`config.mk`:
```
export PLATFORM = sky130hd
export DESIGN_NAME = cpbe_engine
export DESIGN_NICKNAME = d
export VERILOG_FILES = /design/src/cpbe_pkg.sv /design/src/cpbe_engine.sv
export VERILOG_INCLUDE_DIRS = /design/src
export SDC_FILE = /design/constraint.sdc
export NUM_CORES = 1
export LEC_CHECK = 0
export ABC_CLOCK_PERIOD_IN_PS = 6310
export BUFFER_PORTS_ARGS = -buffer_cell sky130_fd_sc_hd__buf_2
export CORE_ASPECT_RATIO = 1.1
export CORE_UTILIZATION = 42
export CTS_CLUSTER_DIAMETER = 200
export DETAILED_ROUTE_END_ITERATION = 12
export PLACE_DENSITY = 0.71
export SYNTH_ARGS = -nofsm -noshare
export SYNTH_HDL_FRONTEND = slang
export SYNTH_SLANG_ARGS = --single-unit
```
`constraint.sdc`:
```
create_clock -name clk -period 6.31 [get_ports clk]
set_input_delay 0.631 -clock clk [delete_from_list [all_inputs] [get_ports clk]]
set_output_delay 0.631 -clock clk [all_outputs]
set_load 0.1 [all_outputs]
```
`src/cpbe_cfg.svh`:
```
// timing counts, field lengths and error limits of the protocol bit engine
// assumes inclusion by the package and the engine only
`ifndef CPBE_CFG_SVH
`define CPBE_CFG_SVH
`define CPBE_CLK_MHZ        40
`define CPBE_JUDGE_CLKS     3
`define CPBE_STUFF_LEN      5
`define CPBE_TQ_MIN         8
`define CPBE_TQ_MAX         25
`define CPBE_PRE_MIN        2
`define CPBE_PRE_MAX_NORM   128
`define CPBE_PRE_MAX_EXT    256
`define CPBE_PASSIVE_LIM    127
`define CPBE_BUSOFF_LIM     255
`define CPBE_WARN_LIM       96
`define CPBE_TX_ERR_INC     8
`define CPBE_FLAG_BITS      6
`define CPBE_DELIM_BITS     8
`define CPBE_EOF_BITS       7
`define CPBE_INTER_BITS     3
`define CPBE_IDLE_RECOV     11
`endif

```
`src/cpbe_pkg.sv`:
```
// types shared by the protocol bit engine
// assumes cpbe_cfg.svh sits in the include path
`include "cpbe_cfg.svh"
package cpbe_pkg;
  typedef enum logic [1:0] {
    CPBE_ERR_ACTIVE  = 2'b00,
    CPBE_ERR_PASSIVE = 2'b01,
    CPBE_BUS_OFF     = 2'b10
  } cpbe_errst_e;

  typedef enum logic [2:0] {
    CPBE_IDLE  = 3'b000,
    CPBE_FRAME = 3'b001,
    CPBE_EFLAG = 3'b010,
    CPBE_EDLM  = 3'b011,
    CPBE_EOFS  = 3'b100,
    CPBE_INTER = 3'b101,
    CPBE_OVLD  = 3'b110,
    CPBE_SLEEP = 3'b111
  } cpbe_state_e;

  // time segment setup, in quanta; prescale holds ratio minus one
  typedef struct packed {
    logic [7:0] prescale;
    logic       rangeExtend;
    logic [3:0] propSeg;
    logic [3:0] phase1;
    logic [3:0] phase2;
    logic [1:0] jumpWidth;
  } cpbe_timing_s;

  // one bit to send: data level and whether it belongs to arbitration
  typedef struct packed {
    logic level;
    logic arbField;
    logic lastBit;
  } cpbe_txbit_s;

  typedef struct packed {
    logic       level;
    logic       isStuff;
  } cpbe_rxbit_s;

  typedef struct packed {
    logic [7:0] txErrCnt;
    logic [6:0] rxErrCnt;
    cpbe_errst_e errState;
    logic       warn;
  } cpbe_errinfo_s;
endpackage : cpbe_pkg

```
`src/cpbe_engine.sv`:
```
// bit engine of a CAN node: timing, sync, stuffing, arbitration, fault counters
// assumes a CPU block feeding config ports and bit streams; canRx is a pin
//
// Behaviour
// - first node driving from idle owns bus
// - compare sent arbitration bit with bus
// - dominant request bit beats recessive one
// - stuff opposite bit after five equal bits
// - sleep wakes on bus, stop only by CPU
// - retransmit disturbed frame after error frame
// - two error counters give three states
// - missing acknowledge never drives bus off
// - count errors up, successes down, at delimiter
// - dominant sample in intermission sends overload
// - use old counts, bump after flag
// - prescaler ratio 2..128 or 2..256
// - nominal bit spans 8 to 25 quanta
// - judge sampled level for three clocks
// - transmit own timing, receive on edges
// - idle falling edge hard-syncs bit timing
// - hard sync only at first edge
// - resync only after recessive sample
// - jump width limits phase correction
// - sixteen-bit read, paired set clear write
`timescale 1ns/100ps
`include "cpbe_cfg.svh"
module cpbe_engine
  import cpbe_pkg::*;
(
  input  wire logic               clk,
  input  wire logic               sys_rst,
  input  wire logic               canRx,
  output logic                    canTx,
  input  wire cpbe_pkg::cpbe_timing_s timing,
  input  wire logic               sleepReq,
  input  wire logic               stopReq,
  input  wire logic               cpuAccess,
  input  wire logic               ctrlWrStb,
  input  wire logic [15:0]        ctrlWrData,
  output logic [15:0]             ctrlRdData,
  input  wire logic               txValid,
  output logic                    txReady,
  input  wire cpbe_pkg::cpbe_txbit_s txBit,
  input  wire logic               ackMissing,
  output logic                    rxValid,
  input  wire logic               rxReady,
  output cpbe_pkg::cpbe_rxbit_s   rxData,
  output logic                    arbLost,
  output logic                    retransmit,
  output logic                    transmitting,
  output logic                    sleeping,
  output cpbe_pkg::cpbe_errinfo_s errInfo
);
  import cpbe_pkg::*;

  // ----------------------------------------------------------------
  // state
  // ----------------------------------------------------------------
  typedef struct packed {
    logic [1:0]  rxSync;
    logic        rxPrev;
    logic [7:0]  preCnt;
    logic [4:0]  tqCnt;
    logic [4:0]  phase1Ext;
    logic        shortP2;
    logic [1:0]  judgeCnt;
    logic        sampled;
    logic        prevSample;
    logic        synced;
    logic        hardDone;
    logic        driving;
    logic        txLevel;
    logic        arb;
    logic [2:0]  runLen;
    logic        runLevel;
    logic        stuffNext;
    cpbe_state_e st;
    logic [3:0]  fieldCnt;
    logic        wasTx;
    logic        stopped;
    logic [7:0]  tec;
    logic [6:0]  rec;
    logic        passivePend;
    logic [7:0]  ctrlBits;
    logic [1:0]  bufCnt;
    cpbe_rxbit_s buf0;
    cpbe_rxbit_s buf1;
    logic        arbLost;
    logic        retransmit;
    logic        bitErrSeen;
  } cpbe_core_s;

  cpbe_core_s cur_r;
  cpbe_core_s cur_nxt;

  localparam logic [1:0] JUDGE_CYC = 2'(`CPBE_JUDGE_CLKS);

  logic [4:0] segSync;
  logic [4:0] segSample;
  logic [4:0] segEnd;
  logic [7:0] preMax;
  logic [7:0] preUse;
  logic       tqTick;
  logic       rxLvl;
  logic       edgeFall;
  logic       samplePt;
  logic       bitEnd;
  logic       bitErr;
  logic       busOff;
  logic       bufPush;
  logic       bufPop;
  logic [4:0] sjw;

  always_comb begin
    // ratio minus one clamped to the selected range
    preMax = timing.rangeExtend ? 8'hFF : 8'h7F;
    preUse = (timing.prescale > preMax) ? preMax : timing.prescale;
    if (preUse == 8'h00) begin
      preUse = 8'h01;
    end
    sjw = 5'(timing.jumpWidth) + 5'h01;
    // sync + prop + ph1 + ph2, bounded to 8..25 quanta
    // quantum 0 is sync, so the sample point ends quantum prop + ph1
    segSample = 5'(timing.propSeg) + 5'(timing.phase1) + cur_r.phase1Ext;
    segEnd = segSample + 5'(timing.phase2);
    if (segEnd < 5'(`CPBE_TQ_MIN - 1)) begin
      segEnd = 5'(`CPBE_TQ_MIN - 1);
    end
    if (segEnd > 5'(`CPBE_TQ_MAX - 1)) begin
      segEnd = 5'(`CPBE_TQ_MAX - 1);
    end
    if (cur_r.shortP2) begin
      segEnd = (segEnd > segSample + sjw) ? segEnd - sjw : segSample;
    end
    segSync = 5'h00;
  end

  assign rxLvl    = cur_r.rxSync[1];
  assign tqTick   = (cur_r.preCnt == preUse);
  assign edgeFall = cur_r.rxPrev & ~rxLvl;
  assign samplePt = tqTick & (cur_r.tqCnt == segSample);
  assign bitEnd   = tqTick & (cur_r.tqCnt >= segEnd);
  assign busOff   = (cur_r.tec == 8'hFF) & cur_r.passivePend;
  assign bitErr   = samplePt & cur_r.driving & (cur_r.txLevel != rxLvl);
  assign bufPop   = rxReady & (cur_r.bufCnt != 2'h0);
  assign bufPush  = samplePt & (cur_r.st == CPBE_FRAME) & ~cur_r.driving;

  // ----------------------------------------------------------------
  // next state
  // ----------------------------------------------------------------
  always_comb begin
    logic       levelOut;
    logic       ph;
    levelOut = 1'b1;
    ph = 1'b0;
    cur_nxt = cur_r;
    cur_nxt.rxSync = {cur_r.rxSync[0], canRx};
    cur_nxt.rxPrev = rxLvl;
    cur_nxt.arbLost = 1'b0;
    cur_nxt.retransmit = 1'b0;
    cur_nxt.preCnt = tqTick ? 8'h00 : cur_r.preCnt + 8'h01;
    if (tqTick) begin
      cur_nxt.tqCnt = bitEnd ? 5'h00 : cur_r.tqCnt + 5'h01;
    end
    if (bitEnd) begin
      cur_nxt.phase1Ext = 5'h00;
      cur_nxt.shortP2 = 1'b0;
      cur_nxt.bitErrSeen = 1'b0;
    end
    // a recessive arbitration bit overwritten is a loss, not an error
    if (bitErr & ~(cur_r.arb & cur_r.txLevel)) begin
      cur_nxt.bitErrSeen = 1'b1;
    end
    // only the first idle edge after reset or wake restarts timing
    if (edgeFall & ~cur_r.hardDone & (cur_r.st == CPBE_IDLE)) begin
      cur_nxt.tqCnt = 5'h01;
      cur_nxt.preCnt = 8'h00;
      cur_nxt.hardDone = 1'b1;
      cur_nxt.synced = 1'b1;
    end else if ((rxLvl != cur_r.rxPrev) & cur_r.prevSample & ~cur_r.driving
                 & cur_r.hardDone) begin
      ph = (cur_r.tqCnt <= segSample);
      if (ph) begin
        // positive error lengthens phase 1 by at most jump width
        cur_nxt.phase1Ext = (cur_r.tqCnt <= sjw) ? cur_r.tqCnt : sjw;
      end else if ((segEnd - cur_r.tqCnt) < sjw) begin
        cur_nxt.tqCnt = 5'h00;
      end else begin
        cur_nxt.shortP2 = 1'b1;
      end
    end
    // sampled level settles for three base clocks before use
    if (samplePt) begin
      cur_nxt.judgeCnt = JUDGE_CYC;
      cur_nxt.sampled = rxLvl;
    end else if (cur_r.judgeCnt != 2'h0) begin
      cur_nxt.judgeCnt = cur_r.judgeCnt - 2'h1;
      if (cur_r.judgeCnt == 2'h1) begin
        cur_nxt.prevSample = cur_r.sampled;
      end
    end
    // stuff run tracking on every sampled frame bit
    if (samplePt & (cur_r.st == CPBE_FRAME)) begin
      if (cur_r.stuffNext & (rxLvl != cur_r.runLevel)) begin
        cur_nxt.stuffNext = 1'b0;
        cur_nxt.runLevel = rxLvl;
        cur_nxt.runLen = 3'h1;
      end else if (cur_r.stuffNext) begin
        // sixth equal bit: no stuff came, the run keeps counting toward frame end
        cur_nxt.stuffNext = 1'b0;
        cur_nxt.runLen = (cur_r.runLen == 3'h7) ? 3'h7 : cur_r.runLen + 3'h1;
      end else if (rxLvl == cur_r.runLevel) begin
        cur_nxt.runLen = (cur_r.runLen == 3'h7) ? 3'h7 : cur_r.runLen + 3'h1;
        cur_nxt.stuffNext = (cur_r.runLen == 3'(`CPBE_STUFF_LEN - 1));
      end else begin
        cur_nxt.runLevel = rxLvl;
        cur_nxt.runLen = 3'h1;
      end
      // recessive sent but dominant seen in arbitration means loss
      if (cur_r.driving & cur_r.arb & cur_r.txLevel & ~rxLvl) begin
        cur_nxt.driving = 1'b0;
        cur_nxt.arbLost = 1'b1;
      end
    end
    // two-entry receive buffer; a stall holds two words and drops bits pushed while full
    if (bufPop) begin
      cur_nxt.buf0 = cur_r.buf1;
    end
    if (bufPush & (cur_r.bufCnt - 2'(bufPop) != 2'h2)) begin
      if ((cur_r.bufCnt - 2'(bufPop)) == 2'h0) begin
        cur_nxt.buf0 = '{level: rxLvl, isStuff: cur_r.stuffNext};
      end else begin
        cur_nxt.buf1 = '{level: rxLvl, isStuff: cur_r.stuffNext};
      end
    end
    cur_nxt.bufCnt = cur_r.bufCnt - 2'(bufPop)
                     + 2'(bufPush & (cur_r.bufCnt - 2'(bufPop) != 2'h2));
    // frame sequencer
    if (bitEnd) begin
      case (cur_r.st)
        CPBE_IDLE: begin
          cur_nxt.fieldCnt = 4'h0;
          if (txValid & ~busOff & ~cur_r.stopped) begin
            cur_nxt.st = CPBE_FRAME;
            cur_nxt.driving = 1'b1;
            cur_nxt.wasTx = 1'b1;
          end else if (~cur_r.prevSample) begin
            cur_nxt.st = CPBE_FRAME;
            cur_nxt.wasTx = 1'b0;
          end
          // the dominant start bit opens the first stuff run
          cur_nxt.runLen = 3'h1;
          cur_nxt.runLevel = 1'b0;
          cur_nxt.stuffNext = 1'b0;
          if (sleepReq | stopReq) begin
            cur_nxt.st = CPBE_SLEEP;
            cur_nxt.stopped = stopReq;
            cur_nxt.driving = 1'b0;
          end
        end
        CPBE_FRAME: begin
          if (cur_r.driving & (cur_r.bitErrSeen | ackMissing)) begin
            cur_nxt.st = CPBE_EFLAG;
            cur_nxt.fieldCnt = 4'h0;
          end else if (cur_r.driving & txBit.lastBit & ~cur_r.stuffNext) begin
            cur_nxt.st = CPBE_EOFS;
            cur_nxt.fieldCnt = 4'h0;
            cur_nxt.driving = 1'b0;
            if (cur_r.tec != 8'h00) begin
              cur_nxt.tec = cur_r.tec - 8'h01;
            end
          end else if (~cur_r.driving & cur_r.prevSample & (cur_r.runLen == 3'h7)) begin
            cur_nxt.st = CPBE_EOFS;
            if (cur_r.rec != 7'h00) begin
              cur_nxt.rec = cur_r.rec - 7'h01;
            end
          end
        end
        CPBE_EFLAG: begin
          cur_nxt.fieldCnt = cur_r.fieldCnt + 4'h1;
          if (cur_r.fieldCnt == 4'(`CPBE_FLAG_BITS - 1)) begin
            cur_nxt.st = CPBE_EDLM;
            cur_nxt.fieldCnt = 4'h0;
            // bump once the flag is out, judged on the old count
            if (cur_r.wasTx) begin
              if (~ackMissing | (errInfo.errState == CPBE_ERR_ACTIVE)) begin
                cur_nxt.tec = (cur_r.tec > 8'(`CPBE_BUSOFF_LIM - `CPBE_TX_ERR_INC))
                              ? 8'hFF : cur_r.tec + 8'(`CPBE_TX_ERR_INC);
                cur_nxt.passivePend = (cur_r.tec > 8'(`CPBE_BUSOFF_LIM
                                       - `CPBE_TX_ERR_INC)) & ~ackMissing;
              end
            end else if (cur_r.rec != 7'h7F) begin
              cur_nxt.rec = cur_r.rec + 7'h01;
            end
          end
        end
        CPBE_EDLM: begin
          cur_nxt.fieldCnt = cur_r.fieldCnt + 4'h1;
          if (cur_r.fieldCnt == 4'(`CPBE_DELIM_BITS - 1)) begin
            cur_nxt.st = CPBE_INTER;
            cur_nxt.fieldCnt = 4'h0;
            cur_nxt.retransmit = cur_r.wasTx;
          end
        end
        CPBE_EOFS: begin
          cur_nxt.fieldCnt = cur_r.fieldCnt + 4'h1;
          if (cur_r.fieldCnt == 4'(`CPBE_EOF_BITS - 1)) begin
            cur_nxt.st = CPBE_INTER;
            cur_nxt.fieldCnt = 4'h0;
          end
        end
        CPBE_INTER: begin
          cur_nxt.fieldCnt = cur_r.fieldCnt + 4'h1;
          if (~cur_r.prevSample) begin
            cur_nxt.st = CPBE_OVLD;
            cur_nxt.fieldCnt = 4'h0;
          end else if (cur_r.fieldCnt == 4'(`CPBE_INTER_BITS - 1)) begin
            cur_nxt.st = CPBE_IDLE;
            cur_nxt.driving = cur_r.wasTx & txValid & ~busOff;
          end
        end
        CPBE_OVLD: begin
          cur_nxt.fieldCnt = cur_r.fieldCnt + 4'h1;
          if (cur_r.fieldCnt == 4'(`CPBE_FLAG_BITS - 1)) begin
            cur_nxt.st = CPBE_EDLM;
            cur_nxt.fieldCnt = 4'h0;
            cur_nxt.wasTx = 1'b0;
          end
        end
        CPBE_SLEEP: begin
          // left only by a bus edge or a cpu access, below
          cur_nxt.st = CPBE_SLEEP;
        end
        default: cur_nxt.st = CPBE_IDLE;
      endcase
    end
    // sleep wakes on bus edge, stop waits for the CPU
    if (cur_r.st == CPBE_SLEEP) begin
      if ((edgeFall & ~cur_r.stopped) | (cur_r.stopped & cpuAccess)) begin
        cur_nxt.st = CPBE_IDLE;
        cur_nxt.stopped = 1'b0;
        cur_nxt.hardDone = 1'b0;
      end
    end
    if (samplePt) begin
      levelOut = txBit.level;
      cur_nxt.txLevel = (cur_r.st == CPBE_EFLAG) | (cur_r.st == CPBE_OVLD) ? 1'b0
                        : (cur_r.stuffNext ? ~cur_r.runLevel : levelOut);
      cur_nxt.arb = txBit.arbField;
    end
    // upper byte selects set, lower byte clears; equal pair holds
    if (ctrlWrStb) begin
      cur_nxt.ctrlBits = (cur_r.ctrlBits | (ctrlWrData[15:8] & ~ctrlWrData[7:0]))
                         & ~(ctrlWrData[7:0] & ~ctrlWrData[15:8]);
    end
  end

  always_ff @(posedge clk) begin
    if (sys_rst) begin
      cur_r <= '{rxSync: 2'h3, rxPrev: 1'b1, sampled: 1'b1, prevSample: 1'b1,
                 txLevel: 1'b1, st: CPBE_IDLE, default: '0};
    end else begin
      cur_r <= cur_nxt;
    end
  end

  // ----------------------------------------------------------------
  // outputs
  // ----------------------------------------------------------------
  always_comb begin
    errInfo.txErrCnt = cur_r.tec;
    errInfo.rxErrCnt = cur_r.rec;
    if (busOff) begin
      errInfo.errState = CPBE_BUS_OFF;
    end else if ((cur_r.tec > 8'(`CPBE_PASSIVE_LIM)) | (cur_r.rec == 7'h7F)) begin
      errInfo.errState = CPBE_ERR_PASSIVE;
    end else begin
      errInfo.errState = CPBE_ERR_ACTIVE;
    end
    errInfo.warn = (cur_r.tec >= 8'(`CPBE_WARN_LIM))
                   | (cur_r.rec >= 7'(`CPBE_WARN_LIM));
  end

  assign canTx        = cur_r.driving ? cur_r.txLevel : 1'b1;
  assign txReady      = samplePt & cur_r.driving & ~cur_r.stuffNext;
  assign rxValid      = (cur_r.bufCnt != 2'h0);
  assign rxData       = cur_r.buf0;
  assign ctrlRdData   = {8'h00, cur_r.ctrlBits};
  assign arbLost      = cur_r.arbLost;
  assign retransmit   = cur_r.retransmit;
  assign transmitting = cur_r.driving;
  assign sleeping     = (cur_r.st == CPBE_SLEEP);

  // ----------------------------------------------------------------
  // checks
  // ----------------------------------------------------------------
  property p_setclr;
    @(posedge clk) disable iff (sys_rst)
      ctrlWrStb |=> ctrlRdData[7:0] == (($past(ctrlRdData[7:0]) | ($past(ctrlWrData[15:8])
        & ~$past(ctrlWrData[7:0]))) & ~($past(ctrlWrData[7:0]) & ~$past(ctrlWrData[15:8])));
  endproperty
  a_setclr: assert property (p_setclr) else $error("set clear write wrong");

  property p_arblost;
    @(posedge clk) disable iff (sys_rst)
      arbLost |-> !transmitting;
  endproperty
  a_arblost: assert property (p_arblost) else $error("still driving after loss");

  property p_passive;
    @(posedge clk) disable iff (sys_rst)
      (errInfo.txErrCnt > 8'd127 && errInfo.errState != CPBE_BUS_OFF)
        |-> errInfo.errState == CPBE_ERR_PASSIVE;
  endproperty
  a_passive: assert property (p_passive) else $error("passive state missed");

  property p_warn;
    @(posedge clk) disable iff (sys_rst)
      (errInfo.txErrCnt >= 8'd96) |-> errInfo.warn;
  endproperty
  a_warn: assert property (p_warn) else $error("warning missed");

  property p_recess;
    @(posedge clk) disable iff (sys_rst)
      !transmitting |-> canTx;
  endproperty
  a_recess: assert property (p_recess) else $error("bus driven while idle");

  property p_judge;
    @(posedge clk) disable iff (sys_rst)
      samplePt |=> cur_r.judgeCnt == 2'd3;
  endproperty
  a_judge: assert property (p_judge) else $error("judge interval wrong");

  property p_stop;
    @(posedge clk) disable iff (sys_rst)
      (sleeping && cur_r.stopped && !cpuAccess) |=> sleeping;
  endproperty
  a_stop: assert property (p_stop) else $error("stop left without cpu");

  property p_cntstep;
    @(posedge clk) disable iff (sys_rst)
      errInfo.rxErrCnt != $past(errInfo.rxErrCnt) |-> bitEnd ||
        $past(bitEnd);
  endproperty
  a_cntstep: assert property (p_cntstep) else $error("count moved off bit");
endmodule : cpbe_engine

```
==> flow_metrics.py <==
metrics = {
    "status": {
        "outcome": "finished clean",
    },
    "final_layout": {
        "stdcell_count": 1069,
        "syn2layout_area_growth_pct": 16.1,
        "final_cell_area_um2": 7210,
        "layout_common_cells": "buf_2, dfxtp_1, a21oi_1",
        "regArea_um2": 1540,
        "layout_commonest_cell": "buf_2",
        "multi_input_area_um2": 4220,
        "final_nets": 987,
        "drive_above_1_share": 0.202,
        "num-fill-cells": 1428,
        "final_util": 0.499,
        "n_antenna_cell": 0,
    },
    "setup_path": {
        "cp.arrival_ns": 6.32,
        "reg2regPathDepth": 29,
        "path_max_fanout": 6,
        "required_ns": 6.50,
        "critPathMaxStageDelay_ns": 0.56,
        "worst_path_max_delay_cell": "fa_2",
        "rr_startpoint": "cur_r[58]",
        "start_kind": "input pin",
        "critical_path_class": "input pin to flop",
        "crit_path_end_kind": "flop",
        "crit_top_cell": "o21a_1",
        "critPathLaunch": "timing[7]",
    },
    "logic_synthesis": {
        "ys.flop_type": "dfxtp_1",
        "async_flop_share": 0,
        "synth-seq-cells": 77,
        "ys.warnings.count": 0,
        "seq_area_frac_synth": 0.248,
        "yosysUniqueCellTypes": 73,
        "netlist_instances": 799,
        "netlist_area_um2": 6210,
        "synth-edff-count": 0,
        "avgSynthCellArea_um2": 7.77,
    },
    "place": {
        "dp_hpwl_um": 11800,
        "gp_congestion": 0.870,
        "io_buffer_count": 86,
        "place_inst": 1048,
        "postPlaceCellArea_um2": 6800,
    },
    "cts": {
        "numCtsBuffers": 9,
        "hold_buffers": 0,
        "clock-sinks": 77,
        "clock_path_buffers": 2,
        "clkTransAtPathRegs_ns": 0.06,
        "clockRootBuffer": "clkbuf_16",
        "cts_tree": "built",
        "clock_latency_ns": 0.34,
        "h-tree-depth": 3,
    },
    "floorplan": {
        "rows": 46,
        "die_w_um": 118,
        "dieArea_um2": 15300,
        "io-pin-count": 95,
        "initial_core_util": 0.430,
        "core_um2": 14400,
        "fp.dieH_um": 130,
    },
    "worst_hold_path": {
        "hold_depth": 1,
        "hold_path.class": "flop to flop",
        "worstHoldStart": "cur_nxt[77]",
    },
    "timing": {
        "fmax_mhz": 163,
        "skew_ns": 0.00691,
        "finalSetupViolations": 0,
        "period_needed_ns": 6.13,
        "slew_headroom": 0.430,
        "post-route-period-util": 0.971,
        "rsz0062_at_grt": "yes",
        "setup-tns-final_ns": 0,
        "finalMaxSlewViolations": 0,
        "hold_viol": 0,
        "tightest_slew_ns": 0.849,
    },
    "drt": {
        "drt.antenna.violating_nets": 0,
        "routedWlPerCell_um": 14.7,
        "firstDrtPassIters": 7,
        "wl_um": 15700,
        "post-route-drc-count": 0,
        "routed_via_density": 5.48,
        "num_vias": 5862,
        "first_iter_violations": 350,
    },
    "global_routing": {
        "grt_pass1_vias": 5389,
        "grt_max_degree": 56,
        "antenna_found_initial": 0,
        "track_usage": 0.205,
        "grt_pass1_wl_um": 25600,
        "grt_overflow_total": 0,
    },
    "power": {
        "leakagePower_nw": 3.10,
        "peakVddDrop_mv": 0.171,
        "p_per_area_nw_per_um2": 266,
    },
    "flow_run": {
        "drv_cap": 0,
    },
}
==> where the power goes <==
part	leakage (nW)	internal (mW)	switching [mW]	total, mW
Clock	0.138	0.308	0.215	0.523
Sequential	0.623	0.502	0.0148	0.517
Combinational	2.34	0.418	0.458	0.876
==> per-stage QoR <==
stage                     worst slack, ns  hold WS (ns)  power (mW)
after floorplan                   0.00834         0.389        1.10
after CTS                          0.0700         0.414        1.87
final                               0.184         0.410        1.92
after global placement            -0.0504         0.396        1.33
after detailed placement           -0.252         0.399        1.34
after global routing              -0.0702         0.428        2.05
==> sequential cells by signal, summed over array words and instances, names as in the netlist <==
register / cells
arbLost: 1
ctrlRdData: 8
cur_nxt: 2
cur_r: 47
errInfo: 15
retransmit: 1
rxData: 2
transmitting: 1
==> synth_stat cells (13+ instances only) <==
cell / instances / area share
dfxtp_1: 77 / 0.25
xnor2_1: 19 / 0.027
inv_1: 53 / 0.032
nor2b_1: 21 / 0.021
nor2_1: 58 / 0.035
nand2_1: 69 / 0.042
ha_1: 54 / 0.11
nor3_1: 21 / 0.017
buf_4: 34 / 0.041
o21ai_0: 32 / 0.026
nand3_1: 37 / 0.030
clkbuf_1: 29 / 0.018
mux2i_1: 13 / 0.021
a21oi_1: 78 / 0.063
==> cells by family after synthesis <==
group,share of synthesized area
other,0.000604
buffers and inverters,0.0955
flip-flops,0.248
multiplexers,0.0318
XOR/XNOR,0.0473
adder cells (fa/ha/maj),0.138
AO/OA/AOI/OAI,0.205
AND/OR/NAND/NOR,0.233
==> timing repair <==
action,4_1_cts,5_1_grt
resized for setup,0,18
setup endpoints to repair,0,33
buffers inserted,0,4
endpoints found under the hold margin,0,0
==> metal layers <==
layer  GRT usage  part of all wire  vias to the layer above
met5           0                 0                        -
met4      0.0603             0.017                        0
met3      0.0295             0.040                       26
met2       0.361              0.48                      154
met1       0.259              0.47                     2726
li1            -                 -                     2956
==> worst paths after layout <==
path | endpoint | slack, ns
hold reg to reg | cur_nxt[75] | 0.41
hold / removal | cur_nxt[75] | 0.41
setup / recovery | errInfo[8] | 0.18
setup reg to reg | errInfo[8] | 0.27
==> critical path, delay by kind of cell <==
kind,cells,cell delay (ns)
AO/OA/AOI/OAI,13,2.05
XOR/XNOR,1,0.31
adder cells (fa/ha/maj),6,1.93
buffers and inverters,5,0.55
multiplexers,1,0.32
AND/OR/NAND/NOR,4,0.53
==> layout make-up <==
cell class                      instances  area share
Inverter                               53      0.0276
Tap cell                              192      0.0333
Clock inverter                          7      0.0104
Timing Repair Buffer                  124      0.0994
Sequential cell                        77       0.214
Clock buffer                            9      0.0312
Multi-Input combinational cell        607       0.584
(Power assumes the default switching activity.)
